<file path="src/cpl_pkg.sv">
// Constants and types for the configuration packet loader.
// Assumes: single core clock domain; no other package needed.
package cpl_pkg;

  // ***************************************************************
  // Packet header fields
  // ***************************************************************
  localparam int TYPE_HI = 31;
  localparam int TYPE_LO = 29;
  localparam int OP_HI = 28;
  localparam int OP_LO = 27;
  localparam int T1_ADDR_HI = 26;
  localparam int T1_ADDR_LO = 13;
  localparam int T1_CNT_HI = 10;
  localparam int T2_CNT_HI = 26;
  localparam int ADDR_W = 14;
  localparam int CNT_W = 27;
  localparam logic [2:0] HDR_TYPE1 = 3'h1;
  localparam logic [2:0] HDR_TYPE2 = 3'h2;
  localparam logic [1:0] OP_WRITE = 2'h2;
  localparam logic [1:0] OP_READ = 2'h1;
  localparam logic [31:0] SYNC_WORD = 32'haa99_5566;

  // ***************************************************************
  // Register address codes
  // ***************************************************************
  localparam logic [ADDR_W-1:0] REG_CRC_CHECK = 14'h0000;
  localparam logic [ADDR_W-1:0] REG_FRAME_ADDRESS = 14'h0001;
  localparam logic [ADDR_W-1:0] REG_FRAME_DATA_IN = 14'h0002;
  localparam logic [ADDR_W-1:0] REG_FRAME_DATA_OUT = 14'h0003;
  localparam logic [ADDR_W-1:0] REG_COMMAND = 14'h0004;
  localparam logic [ADDR_W-1:0] REG_CONTROL = 14'h0005;
  localparam logic [ADDR_W-1:0] REG_CONTROL_MASK = 14'h0006;
  localparam logic [ADDR_W-1:0] REG_CONFIG_OPTIONS = 14'h0009;
  localparam logic [ADDR_W-1:0] REG_FRAME_LENGTH = 14'h000b;

  // ***************************************************************
  // Command codes
  // ***************************************************************
  localparam logic [31:0] CMD_WRITE_CONFIG = 32'h0000_0001;
  localparam logic [31:0] CMD_LAST_FRAME = 32'h0000_0003;
  localparam logic [31:0] CMD_READ_CONFIG = 32'h0000_0004;
  localparam logic [31:0] CMD_START = 32'h0000_0005;
  localparam logic [31:0] CMD_CRC_RESET = 32'h0000_0007;

  // ***************************************************************
  // Reset values, memory and start-up timing
  // ***************************************************************
  localparam logic [31:0] REG_RESET = 32'h0000_0000;
  localparam logic [15:0] CRC_RESET = 16'h0000;
  localparam int MEM_AW = 6;
  localparam int MEM_DEPTH = 64;
  localparam logic [MEM_AW-1:0] CAPTURE_ADDR = 6'h3f;
  localparam int SYNC_W = 68;
  // Config clock edges after the final CRC word
  localparam logic [4:0] DONE_EDGES = 5'h07;
  localparam logic [4:0] ACTIVE_EDGES = 5'h10;

  typedef enum logic [1:0] {
    ST_UNSYNC = 2'b00,
    ST_HDR = 2'b01,
    ST_WDATA = 2'b10,
    ST_RDATA = 2'b11
  } cpl_state_t;

endpackage

</file>
<file path="src/cpl_frame_mem.sv">
// Small frame memory: one write port, one read port, registered read.
// Assumes: written and read on core_clk only.
`timescale 1ns/10ps
module cpl_frame_mem (
  // Clock and reset
  input wire logic core_clk,
  input wire logic arst_n,
  input wire logic clk_en,
  // Write port
  input wire logic we,
  input wire logic [cpl_pkg::MEM_AW-1:0] waddr,
  input wire logic [31:0] wdata,
  // Read port
  input wire logic re,
  input wire logic [cpl_pkg::MEM_AW-1:0] raddr,
  output logic [31:0] rdata_q
);

  logic [31:0] mem [cpl_pkg::MEM_DEPTH];

  // No reset on the array, it maps onto plain RAM
  always_ff @(posedge core_clk) begin
    if (clk_en && we) begin
      mem[waddr] <= wdata;
    end
  end

  always_ff @(posedge core_clk or negedge arst_n) begin
    if (!arst_n) begin
      rdata_q <= cpl_pkg::REG_RESET;
    end else if (clk_en && re) begin
      rdata_q <= mem[raddr];
    end
  end

endmodule // cpl_frame_mem

</file>
<file path="src/cpl_loader.sv">
// Configuration packet decoder, CRC checker, frame loader and readback.
// Assumes: config_clock, word strobe, capture pins and user state are
// asynchronous; core_clk runs far faster than config_clock.
`timescale 1ns/10ps
module cpl_loader (
  // Clock and reset
  input wire logic core_clk,
  input wire logic arst_n,
  input wire logic clk_en,
  // Configuration link pins
  input wire logic config_clock,
  input wire logic cfg_word_valid,
  input wire logic [31:0] cfg_word,
  // Capture pins
  input wire logic capture_clock,
  input wire logic capture_enable,
  input wire logic [31:0] user_state,
  // Readback
  output logic [31:0] rb_word,
  output logic rb_valid_q,
  // Status
  output logic synced_q,
  output logic crc_error_q,
  output logic [15:0] crc_q,
  output logic last_frame_q,
  output logic done_q,
  output logic user_active_q,
  // Register views
  output logic [31:0] control_q,
  output logic [31:0] config_options_q,
  output logic [31:0] frame_length_q
);

  // ***************************************************************
  // Input synchronisers and edge detection
  // ***************************************************************
  logic [cpl_pkg::SYNC_W-1:0] async_in;
  logic [cpl_pkg::SYNC_W-1:0] sync1_q;
  logic [cpl_pkg::SYNC_W-1:0] sync2_q;
  logic config_clock_prev_q;
  logic capclk_prev_q;
  logic [31:0] word_s;
  logic [31:0] user_s;
  logic valid_s;
  logic config_clock_s;
  logic capen_s;
  logic capclk_s;
  logic config_clock_rise;
  logic cap_rise;
  logic word_take;

  assign async_in = {cfg_word_valid, config_clock, capture_enable,
                     capture_clock, user_state, cfg_word};
  assign word_s = sync2_q[31:0];
  assign user_s = sync2_q[63:32];
  assign capclk_s = sync2_q[64];
  assign capen_s = sync2_q[65];
  assign config_clock_s = sync2_q[66];
  assign valid_s = sync2_q[67];

  // Data settles long before the slow link edge, so bulk sync is safe
  always_ff @(posedge core_clk or negedge arst_n) begin
    if (!arst_n) begin
      sync1_q <= '0;
      sync2_q <= '0;
      config_clock_prev_q <= 1'b0;
      capclk_prev_q <= 1'b0;
    end else if (clk_en) begin
      sync1_q <= async_in;
      sync2_q <= sync1_q;
      config_clock_prev_q <= config_clock_s;
      capclk_prev_q <= capclk_s;
    end
  end

  assign config_clock_rise = config_clock_s & ~config_clock_prev_q;
  assign cap_rise = capclk_s & ~capclk_prev_q;
  assign word_take = config_clock_rise & valid_s;

  // ***************************************************************
  // CRC step
  // ***************************************************************
  // shift register taps
  function automatic logic [15:0] crc_step(input logic [15:0] c,
                                           input logic [35:0] bits);
    logic [15:0] r;
    logic fb;
    r = c;
    for (int i = 0; i < 36; i++) begin
      fb = bits[i] ^ r[15];
      r = {r[14:0], fb};
      r[2] = r[2] ^ fb;
      r[15] = r[15] ^ fb;
    end
    return r;
  endfunction

  // ***************************************************************
  // Packet decoder
  // ***************************************************************
  cpl_pkg::cpl_state_t state_q;
  logic [cpl_pkg::ADDR_W-1:0] addr_q;
  logic [cpl_pkg::CNT_W-1:0] count_q;
  logic t2_ok_q;
  logic write_config_cmd_q;
  logic rcfg_q;
  logic [2:0] hdr_type;
  logic [1:0] hdr_op;
  logic [cpl_pkg::ADDR_W-1:0] t1_addr;
  logic [cpl_pkg::CNT_W-1:0] t1_cnt;
  logic [cpl_pkg::CNT_W-1:0] t2_cnt;
  logic rd_ok;

  assign hdr_type = word_s[cpl_pkg::TYPE_HI:cpl_pkg::TYPE_LO];
  assign hdr_op = word_s[cpl_pkg::OP_HI:cpl_pkg::OP_LO];
  assign t1_addr = word_s[cpl_pkg::T1_ADDR_HI:cpl_pkg::T1_ADDR_LO];
  assign t1_cnt = {16'h0000, word_s[cpl_pkg::T1_CNT_HI:0]};
  assign t2_cnt = word_s[cpl_pkg::T2_CNT_HI:0];
  assign rd_ok = rcfg_q;

  always_ff @(posedge core_clk or negedge arst_n) begin
    if (!arst_n) begin
      state_q <= cpl_pkg::ST_UNSYNC;
      addr_q <= '0;
      count_q <= '0;
      t2_ok_q <= 1'b0;
    end else if (clk_en && config_clock_rise) begin
      case (state_q)
        cpl_pkg::ST_UNSYNC: begin
          if (valid_s && word_s == cpl_pkg::SYNC_WORD) begin
            state_q <= cpl_pkg::ST_HDR;
          end
        end
        cpl_pkg::ST_HDR: begin
          if (valid_s) begin
            t2_ok_q <= 1'b0;
            if (hdr_type == cpl_pkg::HDR_TYPE1) begin
              addr_q <= t1_addr;
              count_q <= t1_cnt;
              // Type 1 alone or opening a pair
              if (t1_cnt == '0) begin
                t2_ok_q <= 1'b1;
              end else if (hdr_op == cpl_pkg::OP_WRITE) begin
                state_q <= cpl_pkg::ST_WDATA;
              end else if (hdr_op == cpl_pkg::OP_READ && rd_ok &&
                           t1_addr == cpl_pkg::REG_FRAME_DATA_OUT) begin
                state_q <= cpl_pkg::ST_RDATA;
              end
            // Type 2 only after empty Type 1
            end else if (hdr_type == cpl_pkg::HDR_TYPE2 && t2_ok_q &&
                         t2_cnt != '0) begin
              count_q <= t2_cnt;
              if (hdr_op == cpl_pkg::OP_WRITE) begin
                state_q <= cpl_pkg::ST_WDATA;
              end else if (hdr_op == cpl_pkg::OP_READ && rd_ok &&
                           addr_q == cpl_pkg::REG_FRAME_DATA_OUT) begin
                state_q <= cpl_pkg::ST_RDATA;
              end
            end
          end
        end
        cpl_pkg::ST_WDATA: begin
          if (valid_s) begin
            count_q <= count_q - 1'b1;
            if (count_q == 27'h000_0001) begin
              state_q <= cpl_pkg::ST_HDR;
            end
          end
        end
        // one word out per link edge
        cpl_pkg::ST_RDATA: begin
          count_q <= count_q - 1'b1;
          if (count_q == 27'h000_0001) begin
            state_q <= cpl_pkg::ST_HDR;
          end
        end
        default: state_q <= cpl_pkg::ST_UNSYNC;
      endcase
    end
  end

  always_ff @(posedge core_clk or negedge arst_n) begin
    if (!arst_n) begin
      synced_q <= 1'b0;
    end else if (clk_en) begin
      synced_q <= (state_q != cpl_pkg::ST_UNSYNC);
    end
  end

  // ***************************************************************
  // Register writes and commands
  // ***************************************************************
  logic wr_en;
  logic cmd_wr;
  logic [31:0] mask_q;
  logic [cpl_pkg::MEM_AW-1:0] frame_ptr_q;
  logic frame_wr;
  logic rd_step;

  assign wr_en = clk_en & word_take & (state_q == cpl_pkg::ST_WDATA);
  assign cmd_wr = wr_en & (addr_q == cpl_pkg::REG_COMMAND);
  // frame words land only while writing is armed
  assign frame_wr = wr_en & write_config_cmd_q &
                    (addr_q == cpl_pkg::REG_FRAME_DATA_IN);
  assign rd_step = clk_en & config_clock_rise & (state_q == cpl_pkg::ST_RDATA);

  always_ff @(posedge core_clk or negedge arst_n) begin
    if (!arst_n) begin
      control_q <= cpl_pkg::REG_RESET;
      mask_q <= cpl_pkg::REG_RESET;
      config_options_q <= cpl_pkg::REG_RESET;
      frame_length_q <= cpl_pkg::REG_RESET;
    end else if (wr_en) begin
      case (addr_q)
        // Only bits opened by the mask may change
        cpl_pkg::REG_CONTROL:
          control_q <= (control_q & ~mask_q) | (word_s & mask_q);
        cpl_pkg::REG_CONTROL_MASK: mask_q <= word_s;
        cpl_pkg::REG_CONFIG_OPTIONS: config_options_q <= word_s;
        cpl_pkg::REG_FRAME_LENGTH: frame_length_q <= word_s;
        default: control_q <= control_q;
      endcase
    end
  end

  always_ff @(posedge core_clk or negedge arst_n) begin
    if (!arst_n) begin
      write_config_cmd_q <= 1'b0;
      rcfg_q <= 1'b0;
      last_frame_q <= 1'b0;
    end else if (cmd_wr) begin
      if (word_s == cpl_pkg::CMD_WRITE_CONFIG) begin
        write_config_cmd_q <= 1'b1;
        rcfg_q <= 1'b0;
      end else if (word_s == cpl_pkg::CMD_READ_CONFIG) begin
        rcfg_q <= 1'b1;
        write_config_cmd_q <= 1'b0;
      end else if (word_s == cpl_pkg::CMD_LAST_FRAME) begin
        last_frame_q <= 1'b1;
      end
    end
  end

  // pointer runs on without a new frame address
  always_ff @(posedge core_clk or negedge arst_n) begin
    if (!arst_n) begin
      frame_ptr_q <= '0;
    end else if (wr_en && addr_q == cpl_pkg::REG_FRAME_ADDRESS) begin
      frame_ptr_q <= word_s[cpl_pkg::MEM_AW-1:0];
    end else if (frame_wr || rd_step) begin
      frame_ptr_q <= frame_ptr_q + 1'b1;
    end
  end

  // ***************************************************************
  // CRC accumulator and check
  // ***************************************************************
  logic covered;
  logic [15:0] crc_next;
  logic crc_wr;

  assign covered = (addr_q == cpl_pkg::REG_CRC_CHECK) ||
                   (addr_q == cpl_pkg::REG_FRAME_ADDRESS) ||
                   (addr_q == cpl_pkg::REG_FRAME_DATA_IN) ||
                   (addr_q == cpl_pkg::REG_COMMAND) ||
                   (addr_q == cpl_pkg::REG_CONTROL) ||
                   (addr_q == cpl_pkg::REG_CONTROL_MASK) ||
                   (addr_q == cpl_pkg::REG_CONFIG_OPTIONS) ||
                   (addr_q == cpl_pkg::REG_FRAME_LENGTH);
  assign crc_next = crc_step(crc_q, {addr_q[3:0], word_s});
  assign crc_wr = wr_en & (addr_q == cpl_pkg::REG_CRC_CHECK);

  always_ff @(posedge core_clk or negedge arst_n) begin
    if (!arst_n) begin
      crc_q <= cpl_pkg::CRC_RESET;
    end else if (cmd_wr && word_s == cpl_pkg::CMD_CRC_RESET) begin
      crc_q <= cpl_pkg::CRC_RESET;
    end else if (wr_en && covered) begin
      crc_q <= crc_next;
    end
  end

  always_ff @(posedge core_clk or negedge arst_n) begin
    if (!arst_n) begin
      crc_error_q <= 1'b0;
    end else if (crc_wr && crc_next != cpl_pkg::CRC_RESET) begin
      crc_error_q <= 1'b1;
    end
  end

  // ***************************************************************
  // Start-up sequence
  // ***************************************************************
  logic start_armed_q;
  logic run_q;
  logic [4:0] edge_cnt_q;

  always_ff @(posedge core_clk or negedge arst_n) begin
    if (!arst_n) begin
      start_armed_q <= 1'b0;
      run_q <= 1'b0;
      edge_cnt_q <= '0;
      done_q <= 1'b0;
      user_active_q <= 1'b0;
    end else if (clk_en) begin
      if (cmd_wr && word_s == cpl_pkg::CMD_START) begin
        start_armed_q <= 1'b1;
      end
      // wait for the final CRC word
      if (crc_wr && start_armed_q && !crc_error_q &&
          crc_next == cpl_pkg::CRC_RESET) begin
        run_q <= 1'b1;
        start_armed_q <= 1'b0;
        edge_cnt_q <= '0;
      end else if (run_q && config_clock_rise) begin
        edge_cnt_q <= edge_cnt_q + 1'b1;
        if (edge_cnt_q == cpl_pkg::DONE_EDGES - 5'h01) begin
          done_q <= 1'b1;
        end
        if (edge_cnt_q == cpl_pkg::ACTIVE_EDGES - 5'h01) begin
          user_active_q <= 1'b1;
          run_q <= 1'b0;
        end
      end
    end
  end

  // ***************************************************************
  // Capture and frame memory
  // ***************************************************************
  logic cap_pend_q;
  logic cap_wr;
  logic [31:0] cap_data_q;
  logic mem_we;
  logic [cpl_pkg::MEM_AW-1:0] mem_waddr;
  logic [31:0] mem_wdata;

  // Frame writes own the port; a capture waits one cycle if needed
  assign cap_wr = cap_pend_q & ~frame_wr;
  assign mem_we = frame_wr | cap_wr;
  assign mem_waddr = frame_wr ? frame_ptr_q : cpl_pkg::CAPTURE_ADDR;
  assign mem_wdata = frame_wr ? word_s : cap_data_q;

  always_ff @(posedge core_clk or negedge arst_n) begin
    if (!arst_n) begin
      cap_pend_q <= 1'b0;
      cap_data_q <= cpl_pkg::REG_RESET;
    end else if (clk_en) begin
      if (cap_rise && capen_s) begin
        cap_pend_q <= 1'b1;
        cap_data_q <= user_s;
      end else if (cap_wr) begin
        cap_pend_q <= 1'b0;
      end
    end
  end

  always_ff @(posedge core_clk or negedge arst_n) begin
    if (!arst_n) begin
      rb_valid_q <= 1'b0;
    end else if (clk_en) begin
      rb_valid_q <= rd_step;
    end
  end

  cpl_frame_mem u_mem (
    .core_clk(core_clk),
    .arst_n(arst_n),
    .clk_en(clk_en),
    .we(mem_we),
    .waddr(mem_waddr),
    .wdata(mem_wdata),
    .re(rd_step),
    .raddr(frame_ptr_q),
    .rdata_q(rb_word)
  );

endmodule // cpl_loader

</file>
<file path="config.mk">
export PLATFORM = sky130hd
export DESIGN_NAME = cpl_loader
export DESIGN_NICKNAME = d
export VERILOG_FILES = /design/src/cpl_pkg.sv /design/src/cpl_frame_mem.sv /design/src/cpl_loader.sv
export SDC_FILE = /design/constraint.sdc
export NUM_CORES = 2
export LEC_CHECK = 0
export ABC_CLOCK_PERIOD_IN_PS = 12900
export BUFFER_PORTS_ARGS = -buffer_cell sky130_fd_sc_hd__buf_2
export CAP_MARGIN = 20
export CORE_UTILIZATION = 35
export DETAILED_ROUTE_END_ITERATION = 16
export PLACE_DENSITY = 0.46
export SYNTH_ARGS = -nofsm -noshare
export SYNTH_HDL_FRONTEND = slang
export SYNTH_SLANG_ARGS = --single-unit
</file>
<file path="constraint.sdc">
create_clock -name core_clk -period 12.9 [get_ports core_clk]
set_input_delay 2.58 -clock core_clk [delete_from_list [all_inputs] [get_ports core_clk]]
set_output_delay 2.58 -clock core_clk [all_outputs]
set_load 0.05 [all_outputs]
</file>
==> results by group <==
GRT
  • Largest net degree at the start of global routing: 162
  • Initial antenna violation count: 22
  • GRT Util Overall: 20.07%
  • Grt ovf: 0
  • Vias in the first global route: 50780
  • First-pass GRT wire length: 399.2 mm

Placed design
  • RePlAce Congestion: between 0.7 and 0.8
  • Worst slack, placed: 5.426 ns
  • Placed cell area: 0.1034 mm^2
  • Buffers on Ports: 220
  • Final HPWL DP: between 150 and 200 mm

Synthesis
  • Synthesized area per cell: 18.61 um^2
  • Post-synthesis sequential area ratio: 74.10%
  • Flops & latches, synth: 2460
  • Synth warn: 0
  • Cells after Synth: around 5200
  • Top_reg_cell synth: edfxtp_1
  • Net count after synthesis: 5284
  • Post-synthesis cell type count: 79
  • Post-synth EDFFs: 2048
  • Async set-reset flop share out of synthesis: 16.75%
  • Post-Syn Area: approximately 0.097 mm^2

Floorplan
  • Boundary Pins: 221
  • Die width: 528.2 um
  • Die area: 0.2790 mm^2
  • Starting Density: 35.29%
  • Die Height: ~530 um
  • Placement row count: roughly 190
  • Core area: roughly 0.27 mm^2

Setup path
  • Critical Path Slowest Stage Cell: nor2_4
  • Crit path required time: 13.32 ns
  • Crit Path Max Fanout: 67
  • Worst path max stage delay: 1.07 ns
  • Crit path kind: in -> reg
  • CP Cell Sequence: buf_6 > and4b_1 > nand4_1 > or4_1 > nor2_2 > nand3_2 > nor2_4
  • Endpoint class of the critical path: flop
  • Setup crit start kind: input pin
  • Worst EP arrival: 7.04 ns

Power and ir drop
  • Tot Pwr: 0.02583 W
  • Cell Pwr Density: 230.3 mW/mm^2
  • Maximum vdd ir drop: 171.1 uV
  • Leak pwr: 39.27 nW

CTS
  • Post_cts resized: 0
  • Clk buf depth: 4
  • Clock slew at reported path FFs: about 0.060 ns
  • Root buffer cell: clkbuf_16
  • CTS tree: built
  • Num Clock Sinks: around 2500
  • Post-CTS Hold Buffers: 0
  • Clk_lat worst skew: 0.86 ns
  • H-tree depth: 5
  • Total CTS buffers: 282
  • # Post-CTS Setup Buffers: 0

Timing
  • Clk_skew: 0.05175 ns
  • Final hold vios: 0
  • Worst slew pin tran: 1.270 ns
  • Tmin final: 6.621 ns
  • Fin crit share: between 50% and 60%
  • Max frequency: 151.0 MHz
  • TNS Setup: 0 ns
  • Final setup violation count: 0
  • Final WS setup: 6.279 ns
  • Hold slack: 0.4713 ns
  • RSZ-0062 raised after global routing: no
  • Slew Limit Fails: 0
  • Slew headroom: 14.71%

Route
  • Routed wire length: 282.1 mm
  • DRC Markers: 0
  • DRT Pass-1 Iters: 9
  • Detailed Route Iter0 Violations: 5070
  • Via count normalized by instance count: 5.393
  • Via count: between 50000 and 60000
  • Routed len/inst: roughly 30 um
  • Final ANT Viol Nets: 0

Cells and area
  • Fillers: 24580
  • Post-Layout Inst Area: 0.1122 mm^2
  • Layout cells sized above 1: 27.18%
  • Area Growth Syn to Fin: 15.78%
  • NumNets Final: 5653

Flow run
  • Max-cap viol count: 0

Status
  • Status: finished, final reports clean

Worst hold path
  • Hold Crit Class: reg -> reg
==> worst max-delay path, delay by kind of cell <==
family                 cells  cell delay (ns)
AND/OR/NAND/NOR            6             3.87
buffers and inverters      1             0.50
==> where the power goes <==
group	leakage [nW]	switching [W]	internal, W	total [W]
clock network	4.24	0.00318	0.00444	0.00762
registers	23.7	0.000315	0.00979	0.0101
logic	11.3	0.00550	0.00261	0.00811
==> cell usage after synthesis (all sizes together) (6+ instances only) <==
library cell / number / area [um^2]
xnor2: 42 / 375.4
o2bb2ai: 6 / 52.55
o22ai: 122 / 763.2
nand2b: 7 / 43.79
nand4: 11 / 68.82
o21bai: 6 / 45.04
xor2: 18 / 165.2
mux2: 316 / 3558
nand2: 258 / 968.4
or3: 10 / 62.56
a21oi: 153 / 765.7
nand3: 49 / 250.2
ha: 6 / 75.07
o221ai: 151 / 1323
buf: 138 / 731.9
o211ai: 8 / 60.06
mux2i: 407 / 4074
nor4: 21 / 152.6
o311ai: 20 / 175.2
nor3: 54 / 270.3
mux4: 343 / 7725
xnor3: 17 / 384.1
a31oi: 18 / 118.9
or4: 9 / 78.82
a211o: 19 / 166.4
a211oi: 15 / 112.6
edfxtp: 2048 / 61500
nor2b: 12 / 75.07
o21ai: 49 / 245.2
xor3: 6 / 142.6
dfrtp: 412 / 10310
o31ai: 6 / 45.04
nor2: 181 / 681.9
a21o: 6 / 45.04
a221oi: 7 / 61.31
clkbuf: 182 / 684.4
inv: 11 / 41.29
and3: 8 / 50.05
==> worst paths after layout <==
kind,start,endpoint,slack [ns],depth (start not counted)
min in group asynchronous,arst_n,config_options_q[12],1.69,1
min reg2reg,u_mem.rdata_q[29],u_mem.rdata_q[29],0.47,2
min,u_mem.rdata_q[29],u_mem.rdata_q[29],0.47,2
max reg2reg,frame_ptr_q[1],u_mem.rdata_q[3],7.53,9
max,clk_en,u_mem.mem[46][28],6.28,7
max in group asynchronous,arst_n,mask_q[28],8.89,3
==> logic make-up after synthesis <==
kind of cell,share of synthesized area (%)
mux,15.85
compound gates,4.431
buf+inv,1.512
simple gates,2.930
fa+ha+maj,0.07747
xor+xnor,1.101
flops,74.10
==> cell usage in the layout, fill, tap and decap left out, types with 76 or more instances in the layout <==
| cell | synthesis | routed |
|---|---|---|
| o22ai_1 | 122 | 122 |
| buf_2 | 78 | 218 |
| nor2_1 | 180 | 115 |
| a21oi_1 | 153 | 151 |
| clkbuf_16 | 0 | 286 |
| mux2_2 | 316 | 316 |
| edfxtp_1 | 2048 | 2048 |
| mux4_2 | 343 | 343 |
| o221ai_1 | 151 | 151 |
| mux2i_1 | 407 | 407 |
| clkbuf_1 | 181 | 76 |
| nand2_1 | 258 | 226 |
| dfrtp_1 | 412 | 406 |
| buf_4 | 31 | 168 |
==> layer usage <==
layer	track usage [%]	up-vias	wire length [um]
li1	-	21790	-
met1	31.38	27430	136000
met2	29.37	1604	123900
met3	3.573	314	18340
met4	3.210	26	3689
met5	0	-	172
==> layout make-up <==
type / count / area (um^2) / share of cell area [%]
multi-input combinational: 2414 / 24290 / 21.65
sequential: 2460 / 71830 / 64.02
clock buffer: 369 / 7538 / 6.719
clock inverter: 127 / 1127 / 1.005
antenna: 12 / 30.03 / 0.02676
tap: 3686 / 4612 / 4.111
timing repair buffer: 405 / 2721 / 2.425
inverter: 13 / 51.30 / 0.04572
==> metrics by stage <==
step,cells,util (%)
final,9486,40.86
after global routing,9475,40.85
after CTS,9466,40.80
after detailed placement,8970,37.64
after global placement,8966,37.61
after floorplan,5207,-
==> sequential cells by signal, summed over array words and instances, names as in the netlist, 27 cells and up, named ones only <==
signal            count
cap_data_q           32
config_options_q     32
sync2_q              68
mask_q               32
sync1_q              68
frame_length_q       32
count_q              27
u_mem.mem          2048
u_mem.rdata_q        32
No activity file was read; power rests on OpenSTA's default activity.
